==> src/css_consts.svh <==
`ifndef CSS_CONSTS_SVH
`define CSS_CONSTS_SVH
// language codes
`define CSS_LANG_DEFAULT    4'h0
`define CSS_LANG_MAX_LOW    4'h9
`define CSS_LANG_POLISH     4'hB
// motor set
`define CSS_MOTOR_DEFAULT   2'h0
// control mode
`define CSS_MODE_FREQ       2'h2
`define CSS_MODE_DEFAULT    2'h2
// reference / run sources
`define CSS_SRC_TERM        2'h0
`define CSS_SRC_PANEL       2'h1
`define CSS_SRC_COMM        2'h2
`define CSS_SRC_OPTION      2'h3
`define CSS_REF_DEFAULT     2'h0
`define CSS_RUN_DEFAULT     2'h0
// reset sources
`define CSS_RST_TERM        3'h0
`define CSS_RST_PANEL       3'h1
`define CSS_RST_COMM        3'h2
`define CSS_RST_TERM_PANEL  3'h3
`define CSS_RST_COMM_PANEL  3'h4
`define CSS_RST_ALL         3'h5
`define CSS_RST_OPTION      3'h6
`define CSS_RST_DEFAULT     3'h3
// reference word
`define CSS_REF_ZERO        16'h0000
`endif

==> src/css_pkg.sv <==
package css_pkg;
   typedef enum logic [1:0] {
      CSS_SEL_TERM   = 2'h0,
      CSS_SEL_PANEL  = 2'h1,
      CSS_SEL_COMM   = 2'h2,
      CSS_SEL_OPTION = 2'h3
   } css_src_t;
   typedef enum logic [2:0] {
      CSS_FS_IDLE    = 3'b001,
      CSS_FS_FAULTED = 3'b010,
      CSS_FS_CLEARED = 3'b100
   } css_fault_t;
endpackage

==> src/css_fault_latch.sv <==
`timescale 1ns/100ps
`include "css_consts.svh"
// holds the drive in fault until a reset from a permitted source arrives
module css_fault_latch (
   // clock and reset
   input  wire logic clk,
   input  wire logic rst,
   // fault handling
   input  wire logic fault_in,
   input  wire logic reset_accepted,
   output logic      fault_hold
);
   css_pkg::css_fault_t state_reg;
   css_pkg::css_fault_t state_next;

   always_comb begin
      state_next = state_reg;
      case (state_reg)
         css_pkg::CSS_FS_IDLE: begin
            if (fault_in) begin
               state_next = css_pkg::CSS_FS_FAULTED;
            end
         end
         css_pkg::CSS_FS_FAULTED: begin
            if (reset_accepted && !fault_in) begin
               state_next = css_pkg::CSS_FS_CLEARED;
            end
         end
         css_pkg::CSS_FS_CLEARED: begin
            state_next = fault_in ? css_pkg::CSS_FS_FAULTED : css_pkg::CSS_FS_IDLE;
         end
         default: begin
            state_next = css_pkg::CSS_FS_IDLE;
         end
      endcase
   end

   always_ff @(posedge clk or posedge rst) begin
      if (rst) begin
         state_reg <= css_pkg::CSS_FS_IDLE;
      end else begin
         state_reg <= state_next;
      end
   end

   assign fault_hold = (state_reg == css_pkg::CSS_FS_FAULTED);
endmodule // css_fault_latch

==> src/css_selector.sv <==
// Overview of operation
// - load-defaults keeps the stored display language unchanged.
// - language accepts codes 0..9 and 11, default 0; 10 rejected.
// - four motor data sets selected by two-bit code, set 0 after reset.
// - motor data writes go only to the currently selected motor set.
// - control mode supports only frequency mode, code 2, also default.
// - speed values keep rpm units but magnitudes mean output frequency.
// - reference source codes: 0 terminal, 1 panel, 2 comm, 3 option.
// - panel plus/minus change reference only in set/view-reference menu.
// - option reference code accepted only if option can drive reference.
// - switching terminal to panel loads panel reference with last terminal value.
// - drive stops when selected reference or run source is lost.
// - run/stop source codes: 0 terminal, 1 panel, 2 comm, 3 option.
// - after fault stop, restart refused until reset from permitted source.
// - reset source codes 0..6, default 3 terminal or panel.
// - combined reset codes accept reset from any enabled source.
// - option reset code accepted only if option can issue reset.
// - run-locked settings reject writes while the drive is running.
`timescale 1ns/100ps
`include "css_consts.svh"
module css_selector #(
   parameter int REF_W = 16,
   parameter int MOT_W = 16
) (
   // clock and reset
   input  wire logic             clk,
   input  wire logic             rst,
   // setting writes
   input  wire logic             load_defaults,
   input  wire logic             lang_wr,
   input  wire logic [3:0]       lang_wdata,
   input  wire logic             motor_sel_wr,
   input  wire logic [1:0]       motor_sel_wdata,
   input  wire logic             mode_wr,
   input  wire logic [1:0]       mode_wdata,
   input  wire logic             ref_src_wr,
   input  wire logic [1:0]       ref_src_wdata,
   input  wire logic             run_src_wr,
   input  wire logic [1:0]       run_src_wdata,
   input  wire logic             rst_src_wr,
   input  wire logic [2:0]       rst_src_wdata,
   // motor data write
   input  wire logic             motor_data_wr,
   input  wire logic [MOT_W-1:0] motor_data_wdata,
   // option capabilities (asynchronous)
   input  wire logic             opt_ref_capable,
   input  wire logic             opt_rst_capable,
   // reference sources
   input  wire logic [REF_W-1:0] term_ref,
   input  wire logic [REF_W-1:0] comm_ref,
   input  wire logic [REF_W-1:0] opt_ref,
   input  wire logic             key_plus,
   input  wire logic             key_minus,
   input  wire logic             menu_ref_active,
   // run sources (asynchronous pins)
   input  wire logic             term_run,
   input  wire logic             panel_run,
   input  wire logic             comm_run,
   input  wire logic             opt_run,
   // reset sources (asynchronous pins)
   input  wire logic             term_reset,
   input  wire logic             panel_reset,
   input  wire logic             comm_reset,
   input  wire logic             opt_reset,
   // drive core status
   input  wire logic             drive_running,
   input  wire logic             fault_in,
   input  wire logic             src_lost,
   // settings read back
   output logic [3:0]            lang_out,
   output logic [1:0]            motor_sel_out,
   output logic [1:0]            mode_out,
   output logic [1:0]            ref_src_out,
   output logic [1:0]            run_src_out,
   output logic [2:0]            rst_src_out,
   // to drive core
   output logic [REF_W-1:0]      ref_out,
   output logic                  speed_is_freq,
   output logic                  run_out,
   output logic                  fault_reset_out,
   output logic                  fault_active,
   output logic [MOT_W-1:0]      motor_data_first,
   output logic [MOT_W-1:0]      motor_data_second,
   output logic [MOT_W-1:0]      motor_data_third,
   output logic [MOT_W-1:0]      motor_data_fourth
);
   // two-stage synchronisers for pin-side levels
   logic [9:0] sync1_reg;
   logic [9:0] sync2_reg;
   logic [9:0] pins;
   assign pins = {opt_ref_capable, opt_rst_capable, term_run, panel_run, comm_run, opt_run,
                  term_reset, panel_reset, comm_reset, opt_reset};
   always_ff @(posedge clk or posedge rst) begin
      if (rst) begin
         sync1_reg <= 10'h000;
         sync2_reg <= 10'h000;
      end else begin
         sync1_reg <= pins;
         sync2_reg <= sync1_reg;
      end
   end
   logic s_opt_ref_cap, s_opt_rst_cap, s_term_run, s_panel_run, s_comm_run, s_opt_run;
   logic s_term_rst, s_panel_rst, s_comm_rst, s_opt_rst;
   assign {s_opt_ref_cap, s_opt_rst_cap, s_term_run, s_panel_run, s_comm_run, s_opt_run,
           s_term_rst, s_panel_rst, s_comm_rst, s_opt_rst} = sync2_reg;

   // settings
   logic [3:0]       lang_reg, lang_next;
   logic [1:0]       motor_sel_reg, motor_sel_next;
   logic [1:0]       mode_reg, mode_next;
   logic [1:0]       ref_src_reg, ref_src_next;
   logic [1:0]       run_src_reg, run_src_next;
   logic [2:0]       rst_src_reg, rst_src_next;
   logic [REF_W-1:0] panel_ref_reg, panel_ref_next;
   logic [REF_W-1:0] last_term_reg, last_term_next;
   logic [MOT_W-1:0] motor_data_reg [4];
   logic [MOT_W-1:0] motor_data_next [4];
   logic             locked;

   function automatic logic lang_ok(input logic [3:0] code);
      lang_ok = (code <= `CSS_LANG_MAX_LOW) || (code == `CSS_LANG_POLISH);
   endfunction

   // an option-board code is only taken once the board reports the matching capability
   function automatic logic opt_gate(input logic is_opt, input logic capable);
      opt_gate = !is_opt || capable;
   endfunction

   // run-locked settings drop their writes while the drive runs
   assign locked = drive_running;

   always_comb begin
      lang_next       = lang_reg;
      motor_sel_next  = motor_sel_reg;
      mode_next       = mode_reg;
      ref_src_next    = ref_src_reg;
      run_src_next    = run_src_reg;
      rst_src_next    = rst_src_reg;
      panel_ref_next  = panel_ref_reg;
      last_term_next  = last_term_reg;
      for (int i = 0; i < 4; i++) begin
         motor_data_next[i] = motor_data_reg[i];
      end
      // the copy of the terminal reference follows it while the terminal is the source
      if (ref_src_reg == `CSS_SRC_TERM) begin
         last_term_next = term_ref;
      end
      if (load_defaults && !locked) begin
         // language deliberately left alone
         motor_sel_next = `CSS_MOTOR_DEFAULT;
         mode_next      = `CSS_MODE_DEFAULT;
         ref_src_next   = `CSS_REF_DEFAULT;
         run_src_next   = `CSS_RUN_DEFAULT;
         rst_src_next   = `CSS_RST_DEFAULT;
      end else begin
         if (lang_wr && lang_ok(lang_wdata)) begin
            lang_next = lang_wdata;
         end
         if (motor_sel_wr) begin
            motor_sel_next = motor_sel_wdata;
         end
         if (mode_wr && !locked && mode_wdata == `CSS_MODE_FREQ) begin
            mode_next = mode_wdata;
         end
         if (ref_src_wr && opt_gate(ref_src_wdata == `CSS_SRC_OPTION, s_opt_ref_cap)) begin
            ref_src_next = ref_src_wdata;
            if (ref_src_reg == `CSS_SRC_TERM && ref_src_wdata == `CSS_SRC_PANEL) begin
               panel_ref_next = last_term_reg;
            end
         end
         if (run_src_wr && !locked) begin
            run_src_next = run_src_wdata;
         end
         if (rst_src_wr && rst_src_wdata <= `CSS_RST_OPTION
             && opt_gate(rst_src_wdata == `CSS_RST_OPTION, s_opt_rst_cap)) begin
            rst_src_next = rst_src_wdata;
         end
      end
      if (motor_data_wr && !locked) begin
         motor_data_next[motor_sel_reg] = motor_data_wdata;
      end
      // held keys step the panel reference once per clock, stopping at either end
      if (ref_src_reg == `CSS_SRC_PANEL && menu_ref_active) begin
         if (key_plus && !key_minus && panel_ref_reg != {REF_W{1'b1}}) begin
            panel_ref_next = panel_ref_reg + REF_W'(1);
         end else if (key_minus && !key_plus && panel_ref_reg != '0) begin
            panel_ref_next = panel_ref_reg - REF_W'(1);
         end
      end
   end

   always_ff @(posedge clk or posedge rst) begin
      if (rst) begin
         lang_reg      <= `CSS_LANG_DEFAULT;
         motor_sel_reg <= `CSS_MOTOR_DEFAULT;
         mode_reg      <= `CSS_MODE_DEFAULT;
         ref_src_reg   <= `CSS_REF_DEFAULT;
         run_src_reg   <= `CSS_RUN_DEFAULT;
         rst_src_reg   <= `CSS_RST_DEFAULT;
         panel_ref_reg <= '0;
         last_term_reg <= '0;
         for (int i = 0; i < 4; i++) begin
            motor_data_reg[i] <= '0;
         end
      end else begin
         lang_reg      <= lang_next;
         motor_sel_reg <= motor_sel_next;
         mode_reg      <= mode_next;
         ref_src_reg   <= ref_src_next;
         run_src_reg   <= run_src_next;
         rst_src_reg   <= rst_src_next;
         panel_ref_reg <= panel_ref_next;
         last_term_reg <= last_term_next;
         for (int i = 0; i < 4; i++) begin
            motor_data_reg[i] <= motor_data_next[i];
         end
      end
   end

   // reset source decode
   logic reset_accepted;
   always_comb begin
      case (rst_src_reg)
         `CSS_RST_TERM:       reset_accepted = s_term_rst;
         `CSS_RST_PANEL:      reset_accepted = s_panel_rst;
         `CSS_RST_COMM:       reset_accepted = s_comm_rst;
         `CSS_RST_TERM_PANEL: reset_accepted = s_term_rst | s_panel_rst;
         `CSS_RST_COMM_PANEL: reset_accepted = s_comm_rst | s_panel_rst;
         `CSS_RST_ALL:        reset_accepted = s_term_rst | s_panel_rst | s_comm_rst;
         `CSS_RST_OPTION:     reset_accepted = s_opt_rst & s_opt_rst_cap;
         default:             reset_accepted = 1'b0;
      endcase
   end

   // a stop on fault is held until an accepted reset
   logic fault_hold;
   css_fault_latch u_fault (
      .clk            (clk),
      .rst            (rst),
      .fault_in       (fault_in),
      .reset_accepted (reset_accepted),
      .fault_hold     (fault_hold)
   );

   // registered source multiplexers
   logic [REF_W-1:0] ref_mux;
   logic             run_mux;
   logic [REF_W-1:0] ref_out_next;
   logic             run_out_next;
   logic             fault_reset_next;
   logic             fault_active_next;
   logic             speed_is_freq_next;
   always_comb begin
      case (ref_src_reg)
         `CSS_SRC_TERM:   ref_mux = term_ref;
         `CSS_SRC_PANEL:  ref_mux = panel_ref_reg;
         `CSS_SRC_COMM:   ref_mux = comm_ref;
         `CSS_SRC_OPTION: ref_mux = opt_ref;
         default:         ref_mux = term_ref;
      endcase
      case (run_src_reg)
         `CSS_SRC_TERM:   run_mux = s_term_run;
         `CSS_SRC_PANEL:  run_mux = s_panel_run;
         `CSS_SRC_COMM:   run_mux = s_comm_run;
         `CSS_SRC_OPTION: run_mux = s_opt_run;
         default:         run_mux = 1'b0;
      endcase
      ref_out_next       = ref_mux;
      // a lost source or a held fault forces the run command low
      run_out_next       = run_mux & ~fault_hold & ~src_lost;
      fault_reset_next   = reset_accepted;
      fault_active_next  = fault_hold;
      speed_is_freq_next = (mode_reg == `CSS_MODE_FREQ);
   end

   always_ff @(posedge clk or posedge rst) begin
      if (rst) begin
         ref_out         <= '0;
         run_out         <= 1'b0;
         fault_reset_out <= 1'b0;
         fault_active    <= 1'b0;
         speed_is_freq   <= 1'b1;
      end else begin
         ref_out         <= ref_out_next;
         run_out         <= run_out_next;
         fault_reset_out <= fault_reset_next;
         fault_active    <= fault_active_next;
         speed_is_freq   <= speed_is_freq_next;
      end
   end

   assign lang_out          = lang_reg;
   assign motor_sel_out     = motor_sel_reg;
   assign mode_out          = mode_reg;
   assign ref_src_out       = ref_src_reg;
   assign run_src_out       = run_src_reg;
   assign rst_src_out       = rst_src_reg;
   assign motor_data_first  = motor_data_reg[0];
   assign motor_data_second = motor_data_reg[1];
   assign motor_data_third  = motor_data_reg[2];
   assign motor_data_fourth = motor_data_reg[3];
endmodule // css_selector

==> config.mk <==
export PLATFORM = sky130hd
export DESIGN_NAME = css_selector
export DESIGN_NICKNAME = d
export VERILOG_FILES = /design/src/css_pkg.sv /design/src/css_fault_latch.sv /design/src/css_selector.sv
export VERILOG_INCLUDE_DIRS = /design/src
export SDC_FILE = /design/constraint.sdc
export NUM_CORES = 1
export LEC_CHECK = 0
export BUFFER_PORTS_ARGS = -buffer_cell sky130_fd_sc_hd__clkbuf_2
export CAP_MARGIN = 30
export CORE_MARGIN = 4
export CORE_UTILIZATION = 52
export DETAILED_ROUTE_END_ITERATION = 10
export PLACE_DENSITY = 0.89
export SETUP_SLACK_MARGIN = 0.2
export SLEW_MARGIN = 20
export SYNTH_ARGS = -nofsm -noshare
export SYNTH_HDL_FRONTEND = slang
export SYNTH_HIERARCHICAL = 1
export SYNTH_SLANG_ARGS = --single-unit
==> constraint.sdc <==
create_clock -name clk -period 5.51 [get_ports clk]
set_input_delay 0.2755 -clock clk [delete_from_list [all_inputs] [get_ports clk]]
set_output_delay 0.2755 -clock clk [all_outputs]
set_load 0.01 [all_outputs]
==> impl_metrics.env, run 1 <==
export IMPL_worst_slew_pin_slew_ps=961
export IMPL_hold_path_class="in2reg"
export IMPL_grt_usage_pct=24.7
export IMPL_hold_viol_final=0
export IMPL_synth_nets=620
export IMPL_core_um2=12800
export IMPL_drcViolationCount=0
export IMPL_required_ps=5770
export IMPL_antenna_found_initial=0
export IMPL_skew_ps=8.52
export IMPL_cp_top_family="simple AND/OR/NAND/NOR gates"
export IMPL_synth_edf_count=0
export IMPL_die_h_um=123
export IMPL_synth_simple_area_share_pct=10.4
export IMPL_syn2layout_area_growth_pct=26.6
export IMPL_synthAdderAreaFrac_pct=0.544
export IMPL_fin_setup_tns_ps=0
export IMPL_ir_drop_mv=0.246
export IMPL_avgSynthCellArea_um2=13.5
export IMPL_ios=204
export IMPL_die_x_um=123
export IMPL_routed_wl_um=18600
export IMPL_firstDrtPassIters=5
export IMPL_dieArea_um2=15200
export IMPL_wire_per_inst_um=20.5
export IMPL_fin_crit_ps=3050
export IMPL_drt_antenna_violating_nets=0
export IMPL_grt_remaining_overflow=0
export IMPL_dp_cells=865
export IMPL_cts_tree="done"
export IMPL_synthTopCellsByArea="dfrtp_1 (54%), mux2_2 (15%), mux4_2 (4.9%)"
export IMPL_rrSetupSlack_ps=2460
export IMPL_slew_headroom_pct=35.9
export IMPL_powerDensity_nw_per_um2=440
export IMPL_synth_xor_area_share_pct=0.888
export IMPL_rsz0062_at_grt="no"
export IMPL_async_reset_ff_share_pct=100
export IMPL_synth_ff_type="dfrtp_1"
export IMPL_grt_max_degree=103
export IMPL_synthMuxAreaShare_pct=21.3
export IMPL_dpl_hpwl_um=13300
export IMPL_gp_congestion=0.933
export IMPL_clk_latency_ps=420
export IMPL_cts_max_path_buffers=2
export IMPL_numPortBuffers=203
export IMPL_layout_drive_gt1_share_pct=49.4
export IMPL_cp_slowest_stage_delay_ps=750
export IMPL_status="completed"
export IMPL_startpoint_type="register"
export IMPL_syn_instance_count=512
export IMPL_fmax_mhz=327
export IMPL_n_antenna_cell=0
export IMPL_finalPower_uw=3840
export IMPL_first_global_vias=5594
export IMPL_yosysSeqAreaShare_pct=55.9
export IMPL_utilization_pct=68.1
export IMPL_cts_htree_levels=4
export IMPL_path_cells="nor2_2 -> nand4_2 -> and2_1 -> a2111oi_0 -> a31oi_1"
export IMPL_syn_area_um2=6900
export IMPL_crit_fanout=17
export IMPL_layout_nets=832
export IMPL_synth_top_family_by_area="multiplexers"
export IMPL_drtIter0Drc=676
export IMPL_ys_ff_latch=154
export IMPL_grt_pass1_wl_um=28900
export IMPL_clk_pin_slew_ps=60
export IMPL_start_util_pct=53.8
export IMPL_finalNonFillerCells=909
export IMPL_clock_root_buffer="clkbuf_16"
export IMPL_final_area_um2=8730
export IMPL_yosys_warnings=6
export IMPL_avgViaCountPerCell=5.94
export IMPL_report_final_slew_viol_count=0
export IMPL_synth_compound_area_share_pct=7.78
export IMPL_crit_buf_inv=0
export IMPL_vias=5401
export IMPL_worstSetupEndpointType="register"
export IMPL_cts_made_buffers=17
export IMPL_report_final_setup_viol=0
export IMPL_postCtsSetupBuffers=0
export IMPL_post_synth_top_area_cell="dfrtp_1"
export IMPL_critPathSlowestCell="nor2_2"
export IMPL_critPathArrivalTime_ps=3320
export IMPL_place_area_um2=8010
export IMPL_cts_sinks=154
export IMPL_rows=41
export IMPL_synth_top_area_share_pct=54.0
export IMPL_cap_violations=0
export IMPL_synthDistinctLibCells=65
export IMPL_power_leakage_uw=0.00408
export IMPL_period_share_pct=55.4
export IMPL_worstSetupPathType="reg2reg"
[synth_stat cells, types with 3 or more instances]
cell	instances
nor2_1	15
xor2_1	3
mux2i_1	10
a31oi_1	6
nor4_1	4
dfrtp_1	149
ha_1	3
inv_1	14
nand3b_1	3
xnor2_1	4
a211oi_1	3
nand2_1	23
buf_4	3
nand3_1	10
and2_1	3
nand2b_1	5
mux4_2	15
nor2b_1	12
buf_2	11
a21oi_1	9
a221o_1	11
o221ai_1	10
nor3_1	16
buf_6	5
dfstp_2	5
mux2_2	89
and3_1	3
or3_1	4
o21ai_0	8
nand4_1	4
clkbuf_1	7
[layout make-up]
| class | count | area (µm²) |
|---|---|---|
| well taps | 172 | 215 |
| flip-flops and latches | 154 | 3860 |
| repair buffers | 221 | 1200 |
| multi-input cells | 316 | 2820 |
| clock buffers | 22 | 464 |
| clock inverters | 10 | 119 |
| inverters | 14 | 57.6 |
| fillers | 913 | 4090 |
[path summary, 6_finish.rpt]
check	endpoint	from	cells after the start
setup reg to reg	panel_ref_reg[6]$_DFF_PP0_	ref_src_out[0]$_DFFE_PP0P_	5
max in group asynchronous	panel_ref_reg[13]$_DFF_PP0_	rst	5
min in group asynchronous	u_fault/state_reg[2]$_DFFE_PP0P_	rst	3
hold reg to reg	sync2_reg[7]$_DFF_PP0_	sync1_reg[7]$_DFF_PP0_	0
setup / recovery	panel_ref_reg[6]$_DFF_PP0_	ref_src_out[0]$_DFFE_PP0P_	5
hold / removal	run_out$_DFF_PP0_	src_lost	2
[power by group]
| group | internal, µW | total [µW] | switching (µW) | leakage, µW |
|---|---|---|---|---|
| Clock | 692 | 1140 | 447 | 0.000277 |
| Sequential | 1410 | 1710 | 297 | 0.00184 |
| Combinational | 511 | 994 | 483 | 0.00196 |
| Total | 2620 | 3840 | 1230 | 0.00408 |
[kinds of logic (layout without fill, tap and decap cells)]
| group | count (synthesis) | in the layout |
|---|---|---|
| adders and majority gates | 3 | 3 |
| buffers and inverters | 42 | 267 |
| xor gates and xnor gates | 7 | 7 |
| DFF | 154 | 154 |
| AOI/OAI and AO/OA | 70 | 70 |
| and+or+nand+nor | 121 | 121 |
| muxes | 115 | 115 |
[layout by cell type, fill, tap and decap left out, types with 10 or more instances in the layout]
cell type        n
mux2i_1         10
nor2b_1         12
nand2_1         23
dfrtp_1        149
nor2_1          15
nor3_1          16
clkbuf_16       17
dlygate4sd3_1   11
inv_1           13
mux2_2          89
clkbuf_2       203
mux4_2          15
nand3_1         10
a221o_1         11
o221ai_1        10
[what timing repair did]
item | CTS | global route
hold buffers | 11 | 0
resized for setup | 0 | 0
endpoints found under the hold margin | 13 | 0
[metal layers]
| metal | up-vias | wire [µm] | track usage [%] |
|---|---|---|---|
| li1 | 2354 | - | - |
| met1 | 2697 | 7200 | 30.4 |
| met4 | 0 | 487 | 9.62 |
| met5 | - | 0 | 0 |
| met2 | 311 | 9290 | 41.9 |
| met3 | 39 | 1660 | 6.40 |
[metrics by stage]
step                hold slack (ps)  setup WS, ps
floorplan                      28.4          1180
global placement                181          2880
detailed placement              192          2700
CTS                            29.0          2550
global route                   51.4          2370
finish                         47.3          2460
(Power assumes the default switching activity.)
==> run 2, diff against run 1 <==
--- a/config.mk
+++ b/config.mk
@@ -6,6 +6,7 @@
 export SDC_FILE = /design/constraint.sdc
 export NUM_CORES = 1
 export LEC_CHECK = 0
+export ABC_AREA = 1
 export BUFFER_PORTS_ARGS = -buffer_cell sky130_fd_sc_hd__clkbuf_2
 export CAP_MARGIN = 30
 export CORE_MARGIN = 4
==> constraint.sdc (replaced) <==
create_clock -name clk -period 3.19 [get_ports clk]
set_input_delay 0.1595 -clock clk [delete_from_list [all_inputs] [get_ports clk]]
set_output_delay 0.1595 -clock clk [all_outputs]
set_load 0.01 [all_outputs]
==> impl_metrics.env, run 2 <==
export IMPL_skew_ps=7.30
export IMPL_syn_area_um2=7050
export IMPL_gp_congestion=1.00
export IMPL_antenna_found_initial=0
export IMPL_hold_viol_final=0
export IMPL_grt_remaining_overflow=0
export IMPL_clk_latency_ps=430
export IMPL_final_cell_mix="nand2_1 (277), clkbuf_2 (203), dfrtp_1 (149)"
export IMPL_critPathSlowestCell="inv_1"
export IMPL_yosysSeqAreaShare_pct=54.7
export IMPL_dp_cells=1188
export IMPL_cts_max_path_buffers=2
export IMPL_period_share_pct=78.5
export IMPL_start_util_pct=53.3
export IMPL_dieArea_um2=15500
export IMPL_post_synth_top_area_cell="dfrtp_1"
export IMPL_fin_crit_ps=2500
export IMPL_syn_instance_count=832
export IMPL_grt_max_degree=44
export IMPL_drcViolationCount=0
export IMPL_synth_top_area_share_pct=52.9
export IMPL_dpl_hpwl_um=14300
export IMPL_holdWs_ps=15.1
export IMPL_grt_pass1_wl_um=35000
export IMPL_report_final_slew_viol_count=0
export IMPL_powerDensity_nw_per_um2=753
export IMPL_cts_htree_levels=4
export IMPL_crit_path_frequent_cell="inv_1"
export IMPL_syn2layout_area_growth_pct=34.9
export IMPL_grt_usage_pct=28.2
export IMPL_rrSetupSlack_ps=690
export IMPL_hp_start="comm_ref[9]"
export IMPL_worst_path_stages=6
export IMPL_avgViaCountPerCell=5.40
export IMPL_cts_sinks=154
export IMPL_report_final_setup_viol=0
export IMPL_worstSetupEndpointType="register"
export IMPL_worst_slew_pin_slew_ps=938
export IMPL_clk_pin_slew_ps=70
export IMPL_synth_nets=940
export IMPL_clock_root_buffer="clkbuf_16"
export IMPL_synthTopCellsByArea="dfrtp_1 (53%), nand2_1 (15%), o21ai_0 (6.6%)"
export IMPL_layout_nets=1202
export IMPL_avgSynthCellArea_um2=8.48
export IMPL_ys_ff_latch=154
export IMPL_layout_drive_gt1_share_pct=26.0
export IMPL_worstSetupPathType="reg2reg"
export IMPL_synth_most_common_cell="nand2_1"
export IMPL_ios=204
export IMPL_reg2reg_to="ref_out[11]$_DFF_PP0_"
export IMPL_power_leakage_uw=0.00499
export IMPL_critPathArrivalTime_ps=2870
export IMPL_finalPower_uw=7160
export IMPL_yosys_warnings=6
export IMPL_status="completed"
export IMPL_numPortBuffers=203
export IMPL_mostFrequentLayoutCell="nand2_1"
export IMPL_utilization_pct=71.8
export IMPL_die_h_um=124
export IMPL_core_um2=13200
export IMPL_firstDrtPassIters=6
export IMPL_fin_setup_tns_ps=0
export IMPL_required_ps=3550
export IMPL_drt_antenna_violating_nets=0
export IMPL_crit_fanout=21
export IMPL_cap_violations=0
export IMPL_cp_slowest_stage_delay_ps=620
export IMPL_routed_wl_um=21700
export IMPL_cts_resized=0
export IMPL_finalNonFillerCells=1284
export IMPL_drtIter0Drc=540
export IMPL_crit_path_start="ref_src_out[0]$_DFFE_PP0P_"
export IMPL_wire_per_inst_um=16.9
export IMPL_synth_ff_type="dfrtp_1"
export IMPL_synthDistinctLibCells=40
export IMPL_hold_path_class="in2reg"
export IMPL_cp_top_family="buffers and inverters"
export IMPL_die_x_um=124
export IMPL_cts_made_buffers=17
export IMPL_fmax_mhz=399
export IMPL_synth_edf_count=0
export IMPL_crit_path_end="ref_out[11]$_DFF_PP0_"
export IMPL_slew_headroom_pct=37.3
export IMPL_path_cells="inv_1 -> nand2_2 -> inv_1 -> nand2_1 -> o2111ai_1 -> dlygate4sd3_1"
export IMPL_rows=42
export IMPL_n_fill_cell=945
export IMPL_first_global_vias=7183
export IMPL_async_reset_ff_share_pct=100
export IMPL_startpoint_type="register"
export IMPL_rsz0062_at_grt="no"
export IMPL_vias=6936
export IMPL_r2r_cells=6
export IMPL_ir_drop_mv=0.428
export IMPL_cts_tree="done"
export IMPL_synth_commonest_cells="nand2_1 (277), dfrtp_1 (149), o21ai_0 (93), inv_1 (82), nor2_1 (46)"
export IMPL_crit_buf_inv=3
export IMPL_r2r_start="ref_src_out[0]$_DFFE_PP0P_"
-- run 2: cell types whose count changed after synthesis, moves of 16 or more --
cell and delta:
o2111ai_1 +16, mux2_2 -87, o21ai_0 +85, nor2_1 +31, nand3_1 +22, nand2_1 +254, inv_1 +68
-- run 2: cells by family after synthesis --
kind of cell               count (synthesis)  share of synthesized area, %
AOI/OAI and AO/OA                        153                          12.5
adders and majority gates                  3                         0.532
muxes                                      2                         0.319
buffers and inverters                    118                          6.97
DFF                                      154                          54.7
xor gates and xnor gates                  12                          1.49
and+or+nand+nor                          390                          23.4
-- run 2: worst min path at each step --
stage                                  endpoint  cells past startpoint
3_3_place_gp   u_fault/state_reg[2]$_DFFE_PP0P_                      2
5_1_grt            last_term_reg[5]$_DFFE_PP0N_                      3
4_1_cts                    ref_out[9]$_DFF_PP0_                      3
2_1_floorplan  u_fault/state_reg[1]$_DFFE_PP0P_                      1
3_5_place_dp   u_fault/state_reg[2]$_DFFE_PP0P_                      2
6_report                   ref_out[9]$_DFF_PP0_                      3
-- run 2: where the power goes --
part	internal, µW	switching, µW
sequential	2410	439
combinational	802	1240
clock	1410	863
-- run 2: layer usage --
metal / part of all wire (%) / up-vias / global-route usage (%)
met3: 8.6 / 90 / 9.26
met5: 0 / - / 0
li1: - / 3193 / -
met2: 51 / 383 / 48.4
met1: 36 / 3270 / 31.1
met4: 4.4 / 0 / 14.8
-- run 2: cell type report --
| type | count | area, µm² | area share (%) |
|---|---|---|---|
| tap | 176 | 220 | 2.31 |
| inverter | 86 | 327 | 3.43 |
| timing repair buffer | 275 | 1750 | 18.3 |
| clock buffer | 17 | 425 | 4.47 |
| multi-input combinational | 560 | 2700 | 28.4 |
| sequential | 154 | 3860 | 40.6 |
| clock inverter | 15 | 233 | 2.45 |
| antenna | 1 | 2.50 | 0.0263 |
-- run 2: per-stage QoR --
step | area [µm²] | setup WS (ps)
finish | 9510 | 685
global route | 9510 | 583
CTS | 9490 | 799
detailed placement | 8220 | 1270
global placement | 8200 | 1330
floorplan | 7060 | 1130
-- run 2: worst min-delay path, cell delays in order --
cell and delay, ps:
clkbuf_2 80, nand2_1 50, o2111ai_1 100
-- run 2: what timing repair did --
| item | 4_1_cts | 5_1_grt |
|---|---|---|
| endpoints found under the hold margin | 73 | 0 |
| setup buffers | 0 | 0 |
| hold buffers | 61 | 0 |
